[config.mk]
export PLATFORM = sky130hd
export DESIGN_NAME = sso_top
export DESIGN_NICKNAME = d
export VERILOG_FILES = /design/src/inc/sso_pkg.sv /design/src/sso_top.sv
export SDC_FILE = /design/constraint.sdc
export NUM_CORES = 1
export LEC_CHECK = 0
export BUFFER_PORTS_ARGS = -buffer_cell sky130_fd_sc_hd__buf_4
export CAP_MARGIN = 20
export CORE_ASPECT_RATIO = 1.25
export CORE_MARGIN = 2
export CORE_UTILIZATION = 36
export CTS_CLUSTER_DIAMETER = 40
export DETAILED_ROUTE_END_ITERATION = 8
export HOLD_SLACK_MARGIN = 0.08
export PLACE_DENSITY = 0.61
export SYNTH_ARGS = -nofsm -noshare
export SYNTH_HDL_FRONTEND = slang
export SYNTH_SLANG_ARGS = --single-unit
export TNS_END_PERCENT = 10
[constraint.sdc]
create_clock -name clk_in -period 2.68 [get_ports clk_in]
set_input_delay 0.402 -clock clk_in [delete_from_list [all_inputs] [get_ports clk_in]]
set_output_delay 0.402 -clock clk_in [all_outputs]
set_load 0.03 [all_outputs]
[src/inc/sso_pkg.sv]
// Package of constants and carrier types for the servo status output block.
package sso_pkg;

  // ******************************************************************
  // Bus geometry and register map (byte addresses)
  // ******************************************************************
  localparam int         ADDR_W        = 8;
  localparam int         DATA_W        = 32;
  localparam int         SEL_W         = 4;
  localparam logic [7:0] REG_WSEL_A    = 8'h00;
  localparam logic [7:0] REG_WSEL_B    = 8'h04;
  localparam logic [7:0] REG_LINK_CFG  = 8'h08;
  localparam logic [7:0] REG_OUT_STATE = 8'h0c;
  localparam logic [7:0] REG_IRQ_STAT  = 8'h10;
  localparam logic [7:0] REG_IRQ_MASK  = 8'h14;

  // ******************************************************************
  // Field widths, positions and reset values
  // ******************************************************************
  localparam int          WARN_N         = 16;
  localparam int          WSEL_W         = 4;
  localparam int          NUM_OUT        = 14;
  localparam int          CFG_W          = 2;
  localparam int          CFG_CLR_A_BIT  = 0;
  localparam int          CFG_CLR_B_BIT  = 1;
  localparam logic [3:0]  WSEL_RST       = 4'h0;
  localparam logic [1:0]  CFG_RST        = 2'h0;
  localparam logic [13:0] OUT_RST        = 14'h0000;
  localparam logic [13:0] MASK_RST       = 14'h0000;
  localparam logic [31:0] RDATA_ZERO     = 32'h0000_0000;

  // Velocity command threshold in r/min; command is in r/min units.
  localparam logic [16:0] VEL_CMD_MIN_RPM = 17'h0001e;

  // ******************************************************************
  // Output bit positions in the output and interrupt vectors
  // ******************************************************************
  localparam int OUT_POS_DONE     = 0;
  localparam int OUT_SPEED_ARRIVE = 1;
  localparam int OUT_TORQUE_LIM   = 2;
  localparam int OUT_ZERO_SPEED   = 3;
  localparam int OUT_SPEED_MATCH  = 4;
  localparam int OUT_POS_DONE_ALT = 5;
  localparam int OUT_WARN_A       = 6;
  localparam int OUT_WARN_B       = 7;
  localparam int OUT_POS_CMD      = 8;
  localparam int OUT_VEL_CMD      = 9;
  localparam int OUT_SPEED_LIM    = 10;
  localparam int OUT_CLR_ALARM    = 11;
  localparam int OUT_NET_A        = 12;
  localparam int OUT_NET_B        = 13;

  // ******************************************************************
  // Control modes and per-output mode validity masks
  // ******************************************************************
  typedef enum logic [1:0] {
    SSO_MODE_POSITION,
    SSO_MODE_VELOCITY,
    SSO_MODE_TORQUE,
    SSO_MODE_FULL_CLOSE
  } sso_mode_t;

  // Bit n of a mask is set when the output is meaningful in mode n.
  localparam logic [3:0] MODES_POS_FC = 4'h9;
  localparam logic [3:0] MODES_VEL_TQ = 4'h6;
  localparam logic [3:0] MODES_ALL    = 4'hf;
  localparam logic [3:0] MODES_TQ     = 4'h4;
  localparam logic [3:0] MODES_VEL    = 4'h2;
  localparam logic [3:0] MODE_ONE     = 4'h1;

  // ******************************************************************
  // Carrier types
  // ******************************************************************
  typedef struct packed {
    sso_mode_t                mode;
    logic                     pos_done;
    logic                     pos_done_alt;
    logic                     speed_arrived;
    logic                     torque_limited;
    logic                     zero_speed;
    logic                     speed_match;
    logic                     speed_limited;
    logic                     alarm_active;
    logic                     alarm_clearable;
    logic [WARN_N-1:0]        warnings;
    logic signed [31:0]       pos_cmd;
    logic signed [15:0]       vel_cmd;
  } sso_status_t;

  typedef struct packed {
    logic up;
    logic ctrl_a;
    logic ctrl_b;
  } sso_link_t;

endpackage : sso_pkg

[src/sso_top.sv]
// Servo status output logic with a classic Wishbone register slave.
//
// What this block does
// - Position-done output on when positioning finished.
// - Speed-arrival output on when speed reached.
// - Torque-limited output on while torque clamped.
// - Zero-speed output on while velocity is zero.
// - Speed-match output on when velocity matches command.
// - Alternate position-done on at second completion.
// - Warning A output follows selected warning A.
// - Warning B output follows selected warning B.
// - Position-command output on when command nonzero.
// - Velocity-command output on at 30 r/min.
// - Speed-limited output on while torque-mode clamping.
// - Clearable-alarm output on for clearable active alarm.
// - Network output A follows its link bit.
// - Network output B follows its link bit.
// - Outputs held off in modes without meaning.
// - Network outputs off until link; hold/clear.
`timescale 1ns/1ps

module sso_top
(
  // Clock and reset.
  input  wire logic                       clk_in,
  input  wire logic                       rst_in,
  // Servo-control status and network link.
  input  wire sso_pkg::sso_status_t       status_in,
  input  wire sso_pkg::sso_link_t         link_in,
  // Wishbone classic slave.
  input  wire logic                       wb_cyc_in,
  input  wire logic                       wb_stb_in,
  input  wire logic                       wb_we_in,
  input  wire logic [sso_pkg::ADDR_W-1:0] wb_adr_in,
  input  wire logic [sso_pkg::SEL_W-1:0]  wb_sel_in,
  input  wire logic [sso_pkg::DATA_W-1:0] wb_dat_in,
  output logic      [sso_pkg::DATA_W-1:0] wb_dat_out,
  output logic                            wb_ack_out,
  // Interrupt.
  output logic                            irq_out,
  // Status outputs toward the host controller.
  output logic                            position_done_out,
  output logic                            speed_arrival_out,
  output logic                            torque_limited_out,
  output logic                            zero_speed_out,
  output logic                            speed_match_out,
  output logic                            position_done_alt_out,
  output logic                            warning_a_out,
  output logic                            warning_b_out,
  output logic                            pos_cmd_active_out,
  output logic                            vel_cmd_active_out,
  output logic                            speed_limited_out,
  output logic                            clearable_alarm_out,
  output logic                            net_ctrl_out_a,
  output logic                            net_ctrl_out_b
);

  // ******************************************************************
  // Declarations
  // ******************************************************************
  logic [sso_pkg::WSEL_W-1:0]  warning_select_a;
  logic [sso_pkg::WSEL_W-1:0]  warning_select_b;
  logic [sso_pkg::CFG_W-1:0]   link_enhance_cfg;
  logic [sso_pkg::NUM_OUT-1:0] out_state;
  logic [sso_pkg::NUM_OUT-1:0] out_prev;
  logic [sso_pkg::NUM_OUT-1:0] next_out;
  logic [sso_pkg::NUM_OUT-1:0] irq_stat;
  logic [sso_pkg::NUM_OUT-1:0] irq_mask;
  logic [sso_pkg::NUM_OUT-1:0] out_event;
  logic [sso_pkg::NUM_OUT-1:0] stat_clr;
  logic [3:0]                  mode_bit;
  logic [16:0]                 vel_mag;
  logic                        bus_req;
  logic                        bus_wr;
  logic [sso_pkg::DATA_W-1:0]  wr_mask;
  logic [sso_pkg::DATA_W-1:0]  next_rdata;
  logic                        next_net_a;
  logic                        next_net_b;

  // ******************************************************************
  // Status output generation
  // ******************************************************************

  // One-hot of the active mode, used to gate the mode-dependent outputs by their mode masks.
  assign mode_bit = 4'(sso_pkg::MODE_ONE << status_in.mode);

  // Magnitude of the velocity command, widened so the most negative value
  // cannot wrap back to a small number.
  assign vel_mag = status_in.vel_cmd[15] ?
                   17'(-{status_in.vel_cmd[15], status_in.vel_cmd}) :
                   17'({1'b0, status_in.vel_cmd});

  // Conditions for every output; all but the warning, clearable-alarm and network outputs are gated by the modes where they apply.
  always_comb
  begin
    next_out = sso_pkg::OUT_RST;
    next_out[sso_pkg::OUT_POS_DONE] = status_in.pos_done &
      |(mode_bit & sso_pkg::MODES_POS_FC);
    next_out[sso_pkg::OUT_SPEED_ARRIVE] = status_in.speed_arrived &
      |(mode_bit & sso_pkg::MODES_VEL_TQ);
    next_out[sso_pkg::OUT_TORQUE_LIM] = status_in.torque_limited &
      |(mode_bit & sso_pkg::MODES_ALL);
    next_out[sso_pkg::OUT_ZERO_SPEED] = status_in.zero_speed &
      |(mode_bit & sso_pkg::MODES_ALL);
    next_out[sso_pkg::OUT_SPEED_MATCH] = status_in.speed_match &
      |(mode_bit & sso_pkg::MODES_VEL_TQ);
    next_out[sso_pkg::OUT_POS_DONE_ALT] = status_in.pos_done_alt &
      |(mode_bit & sso_pkg::MODES_POS_FC);
    next_out[sso_pkg::OUT_WARN_A] =
      status_in.warnings[warning_select_a];
    next_out[sso_pkg::OUT_WARN_B] =
      status_in.warnings[warning_select_b];
    next_out[sso_pkg::OUT_POS_CMD] = (status_in.pos_cmd != 32'sh0) &
      |(mode_bit & sso_pkg::MODES_POS_FC);
    next_out[sso_pkg::OUT_VEL_CMD] =
      (vel_mag >= sso_pkg::VEL_CMD_MIN_RPM) &
      |(mode_bit & sso_pkg::MODES_VEL);
    next_out[sso_pkg::OUT_SPEED_LIM] = status_in.speed_limited &
      |(mode_bit & sso_pkg::MODES_TQ);
    next_out[sso_pkg::OUT_CLR_ALARM] = status_in.alarm_active &
      status_in.alarm_clearable;
    next_out[sso_pkg::OUT_NET_A] = next_net_a;
    next_out[sso_pkg::OUT_NET_B] = next_net_b;
  end

  // Network outputs follow their bits only while the link is up. Reset
  // clears them and, with the link never up, holding keeps them off; a
  // shutdown either holds the last value or clears it per config bit.
  always_comb
  begin
    next_net_a = out_state[sso_pkg::OUT_NET_A];
    next_net_b = out_state[sso_pkg::OUT_NET_B];
    if (link_in.up)
    begin
      next_net_a = link_in.ctrl_a;
      next_net_b = link_in.ctrl_b;
    end
    else
    begin
      if (link_enhance_cfg[sso_pkg::CFG_CLR_A_BIT])
        next_net_a = 1'b0;
      if (link_enhance_cfg[sso_pkg::CFG_CLR_B_BIT])
        next_net_b = 1'b0;
    end
  end

  // Output register; all outputs off while reset is held.
  always_ff @(posedge clk_in)
  begin
    if (rst_in)
    begin
      out_state <= sso_pkg::OUT_RST;
      out_prev  <= sso_pkg::OUT_RST;
    end
    else
    begin
      out_state <= next_out;
      out_prev  <= out_state;
    end
  end

  assign position_done_out     = out_state[sso_pkg::OUT_POS_DONE];
  assign speed_arrival_out     = out_state[sso_pkg::OUT_SPEED_ARRIVE];
  assign torque_limited_out    = out_state[sso_pkg::OUT_TORQUE_LIM];
  assign zero_speed_out        = out_state[sso_pkg::OUT_ZERO_SPEED];
  assign speed_match_out       = out_state[sso_pkg::OUT_SPEED_MATCH];
  assign position_done_alt_out = out_state[sso_pkg::OUT_POS_DONE_ALT];
  assign warning_a_out         = out_state[sso_pkg::OUT_WARN_A];
  assign warning_b_out         = out_state[sso_pkg::OUT_WARN_B];
  assign pos_cmd_active_out    = out_state[sso_pkg::OUT_POS_CMD];
  assign vel_cmd_active_out    = out_state[sso_pkg::OUT_VEL_CMD];
  assign speed_limited_out     = out_state[sso_pkg::OUT_SPEED_LIM];
  assign clearable_alarm_out   = out_state[sso_pkg::OUT_CLR_ALARM];
  assign net_ctrl_out_a        = out_state[sso_pkg::OUT_NET_A];
  assign net_ctrl_out_b        = out_state[sso_pkg::OUT_NET_B];

  // ******************************************************************
  // Wishbone slave
  // ******************************************************************

  // A write lands on the edge where the master sees ack, so the master's
  // sampling edge and the register update coincide.
  assign bus_req = wb_cyc_in & wb_stb_in;
  assign bus_wr  = bus_req & wb_we_in & wb_ack_out;
  assign wr_mask = {{8{wb_sel_in[3]}}, {8{wb_sel_in[2]}},
                    {8{wb_sel_in[1]}}, {8{wb_sel_in[0]}}};

  // Ack one cycle after the request, dropped in the following cycle.
  always_ff @(posedge clk_in)
  begin
    if (rst_in)
      wb_ack_out <= 1'b0;
    else
      wb_ack_out <= bus_req & ~wb_ack_out;
  end

  // Read mux; unmapped addresses read as zero and are still acknowledged.
  always_comb
  begin
    next_rdata = sso_pkg::RDATA_ZERO;
    case (wb_adr_in)
      sso_pkg::REG_WSEL_A:    next_rdata[sso_pkg::WSEL_W-1:0] =
                                warning_select_a;
      sso_pkg::REG_WSEL_B:    next_rdata[sso_pkg::WSEL_W-1:0] =
                                warning_select_b;
      sso_pkg::REG_LINK_CFG:  next_rdata[sso_pkg::CFG_W-1:0] =
                                link_enhance_cfg;
      sso_pkg::REG_OUT_STATE: next_rdata[sso_pkg::NUM_OUT-1:0] = out_state;
      sso_pkg::REG_IRQ_STAT:  next_rdata[sso_pkg::NUM_OUT-1:0] = irq_stat;
      sso_pkg::REG_IRQ_MASK:  next_rdata[sso_pkg::NUM_OUT-1:0] = irq_mask;
      default:                next_rdata = sso_pkg::RDATA_ZERO;
    endcase
  end

  // Read data is captured with the ack and holds until the next request captures it.
  always_ff @(posedge clk_in)
  begin
    if (rst_in)
      wb_dat_out <= sso_pkg::RDATA_ZERO;
    else if (bus_req & ~wb_ack_out)
      wb_dat_out <= next_rdata;
  end

  // Configuration registers written under the byte lane mask.
  always_ff @(posedge clk_in)
  begin
    if (rst_in)
    begin
      warning_select_a <= sso_pkg::WSEL_RST;
      warning_select_b <= sso_pkg::WSEL_RST;
      link_enhance_cfg <= sso_pkg::CFG_RST;
      irq_mask         <= sso_pkg::MASK_RST;
    end
    else if (bus_wr)
    begin
      case (wb_adr_in)
        sso_pkg::REG_WSEL_A:
          warning_select_a <= (warning_select_a &
            ~wr_mask[sso_pkg::WSEL_W-1:0]) |
            (wb_dat_in[sso_pkg::WSEL_W-1:0] &
             wr_mask[sso_pkg::WSEL_W-1:0]);
        sso_pkg::REG_WSEL_B:
          warning_select_b <= (warning_select_b &
            ~wr_mask[sso_pkg::WSEL_W-1:0]) |
            (wb_dat_in[sso_pkg::WSEL_W-1:0] &
             wr_mask[sso_pkg::WSEL_W-1:0]);
        sso_pkg::REG_LINK_CFG:
          link_enhance_cfg <= (link_enhance_cfg &
            ~wr_mask[sso_pkg::CFG_W-1:0]) |
            (wb_dat_in[sso_pkg::CFG_W-1:0] &
             wr_mask[sso_pkg::CFG_W-1:0]);
        sso_pkg::REG_IRQ_MASK:
          irq_mask <= (irq_mask & ~wr_mask[sso_pkg::NUM_OUT-1:0]) |
            (wb_dat_in[sso_pkg::NUM_OUT-1:0] &
             wr_mask[sso_pkg::NUM_OUT-1:0]);
        default:
          irq_mask <= irq_mask;
      endcase
    end
  end

  // ******************************************************************
  // Interrupt status
  // ******************************************************************

  // An event is an output switching on; a write of one clears the bit.
  assign out_event = out_state & ~out_prev;
  assign stat_clr  = (bus_wr && wb_adr_in == sso_pkg::REG_IRQ_STAT) ?
                     (wb_dat_in[sso_pkg::NUM_OUT-1:0] &
                      wr_mask[sso_pkg::NUM_OUT-1:0]) : sso_pkg::OUT_RST;

  // Per-bit sticky flags; a new event beats a clear in the same cycle.
  for (genvar i = 0; i < sso_pkg::NUM_OUT; i++)
  begin : g_irq
    always_ff @(posedge clk_in)
    begin
      if (rst_in)
        irq_stat[i] <= 1'b0;
      else if (out_event[i])
        irq_stat[i] <= 1'b1;
      else if (stat_clr[i])
        irq_stat[i] <= 1'b0;
    end
  end

  assign irq_out = |(irq_stat & irq_mask);

endmodule : sso_top
==> flow_summary.json <==
{
  "status": "finished, final reports clean",
  "root_buffer": "clkbuf_16",
  "netlist_instances": 473,
  "clkLatencyLatePin_ns": 0.33,
  "finalWeightedCongestion": 0.877,
  "worstPathArrival_ns": 2.41,
  "finalHoldViolations": 0,
  "drt_pre_antenna_iters": 4,
  "yosysUniqueCellTypes": 55,
  "grt_pass1_wl_um": 18500,
  "end_kind": "flop",
  "fp-row-count": 44,
  "dp_hpwl_um": 9040,
  "crit_chain": "buf_4 > or3_4 > or4_4 > or3_1 > o21ai_0 > a21oi_1",
  "io_buffers": 136,
  "path_class": "input port to flop",
  "cpMaxStageDelayCell": "or4_4",
  "drtIter0Drc": 135,
  "power.total_mw": 2.78,
  "rsz0062_at_grt": "false",
  "avgSynthCellArea_um2": 8.88,
  "yosys_warnings": 0,
  "viasPerCell": 5.15,
  "grt_start_max_net_pins": 64,
  "io_pins": 175,
  "first_global_vias": 3760,
  "setup_violations": 0,
  "fp.dieW_um": 101,
  "synth_edf_count": 0,
  "core_area_mm2": 0.0115,
  "timing.final.crit_share": 0.831,
  "period_minus_slack_ns": 2.23,
  "fillers": 1125,
  "cts_htree_levels": 3,
  "fmax_ghz": 0.449,
  "totalWireLength_um": 11700,
  "finalMaxSlewViolations": 0,
  "drive_gt1_frac": 0.289,
  "wire_per_inst_um": 15.7,
  "cts_buffers": 9,
  "syn2layout_area_growth_pct": 32.6,
  "worst_r2r_path_depth": 5,
  "postCtsSetupBuffers": 0,
  "ys_seq_area_frac": 0.386,
  "post_cts_resize_count": 0,
  "grt_usage": 0.186,
  "skew_ns": 0.00703,
  "hold_path_depth": 2,
  "cts_hold_buf": 0,
  "antennaDiodeCount": 0,
  "antenna_found_initial": 0,
  "startpoint_type": "input port",
  "nets": 737,
  "hold_class": "input port to flop",
  "worst_slew_pin_slew_ns": 0.661,
  "initial_core_util": 0.365,
  "worstPathRequired_ns": 2.86,
  "cts_tree": "yes",
  "vias": 3842,
  "critPathMaxFanout": 10,
  "multi_input_area_mm2": 0.00232,
  "ys.flop_type": "dfxtp_1",
  "seq_area_mm2": 0.00162,
  "async_reset_ff_frac": 0,
  "clk_pin_slew_ns": 0.06,
  "grt-ovfl-total": 0,
  "tns_ns": 0,
  "worst_path_largest_cell_delay_ns": 0.58,
  "ys_seq_elements": 81,
  "vdd_drop_max_v": 0.000260,
  "leakage_nw": 2.30,
  "ctsLongestPathBuffers": 2,
  "drcViolationCount": 0,
  "relSlewSlack": 0.560,
  "die_y_um": 125,
  "die_area_mm2": 0.0125,
  "p_per_area_mw_per_mm2": 500,
  "drtAntennaViolNets": 0,
  "maxCapViolCount": 0,
  "synth_area_mm2": 0.00420,
  "cts_sinks": 81
}
-- cells by family (layout without fill, tap and decap cells) --
group | Yosys count | after routing | synth area share
AO/OA/AOI/OAI | 85 | 85 | 0.127
XOR/XNOR | 2 | 2 | 0.00417
adder cells (fa/ha/maj) | 5 | 5 | 0.0149
buffers and inverters | 62 | 180 | 0.0754
flip-flops | 81 | 81 | 0.386
multiplexers | 51 | 51 | 0.151
other | 1 | 18 | 0.000893
AND/OR/NAND/NOR | 186 | 186 | 0.240
-- power breakdown --
part	switching (mW)	total, mW	internal [mW]
logic	0.214	0.405	0.190
registers	0.0281	1.27	1.24
clock network	0.447	1.11	0.663
total	0.690	2.78	2.09
-- through the flow --
stage	area [µm²]	utilization	hold slack, ns	cells	setup WS (ns)
after global routing	5570	0.484	0.286	746	0.345
after floorplan	4260	-	0.462	490	0.379
final	5570	0.484	0.275	746	0.454
after global placement	5300	0.461	0.443	732	0.158
after detailed placement	5300	0.461	0.448	732	0.128
after CTS	5570	0.484	0.268	746	0.479
-- layer usage --
| metal | part of all wire | track usage | up-vias |
|---|---|---|---|
| li1 | - | - | 1915 |
| met4 | 0.011 | 0.0612 | 0 |
| met5 | 0 | 0 | - |
| met3 | 0.031 | 0.0230 | 12 |
| met2 | 0.52 | 0.324 | 86 |
| met1 | 0.43 | 0.234 | 1829 |
-- path summary, 6_finish.rpt --
check | end | start | slack, ns
worst min-delay path | out_state[3]$_SDFF_PP0_ | status_in[68] | 0.27
worst max-delay path | irq_stat[5]$_SDFFE_PP0P_ | wb_adr_in[3] | 0.45
worst min register to register | wb_dat_out[5]$_SDFFE_PP0P_ | wb_dat_out[5]$_SDFFE_PP0P_ | 0.45
worst max register to register | irq_stat[5]$_SDFFE_PP0P_ | wb_ack_out$_SDFF_PP0_ | 0.81
-- synth_stat cells (all sizes together) (2+ instances only) --
master	count	area share
dfxtp	81	0.39
nor2	46	0.041
mux2i	41	0.098
nand2	35	0.031
a21oi	34	0.041
buf	25	0.042
inv	20	0.018
nand2b	18	0.027
nor4	18	0.028
nor2b	17	0.025
o21ai	17	0.020
clkbuf	16	0.014
nor3	14	0.022
mux4	10	0.054
o2bb2ai	10	0.021
nand3	9	0.011
nor3b	6	0.011
a22oi	5	0.0089
ha	5	0.015
or3	5	0.0086
a211oi	3	0.0054
a221oi	3	0.0063
nand4	3	0.0045
a22o	2	0.0042
a31oi	2	0.0030
and2	2	0.0030
and3b	2	0.0042
and4	2	0.0042
and4b	2	0.0048
or4	2	0.0045
-- critical path, delay by kind of cell --
kind	cells	cell delay [ns]
buffers and inverters	1	0.14
AOI/OAI and AO/OA	2	0.34
and+or+nand+nor	3	1.52
-- area by class of cell --
class | instances | area share
flip-flops and latches | 81 | 0.291
clock inverters | 3 | 0.00315
clock buffers | 11 | 0.0454
inverters | 21 | 0.0142
repair buffers | 145 | 0.198
well taps | 138 | 0.0310
multi-input cells | 347 | 0.417
-- layout by cell type (no fill, tap or decap), types with 3 or more instances in the layout --
cell type  count
nand4_1        3
nor4_1        17
nand2b_1      18
nand2_1       35
mux4_2        10
o2bb2ai_1     10
a22oi_1        5
nand3_1        9
conb_1        18
nor2_1        46
dfxtp_1       81
buf_4        144
a211oi_1       3
nor3b_1        6
inv_1         20
ha_1           5
nor3_1        12
a221oi_1       3
clkbuf_16      9
mux2i_1       41
or3_1          4
a21oi_1       34
nor2b_1       17
o21ai_0       17
Power figures use the tool's default switching activity.
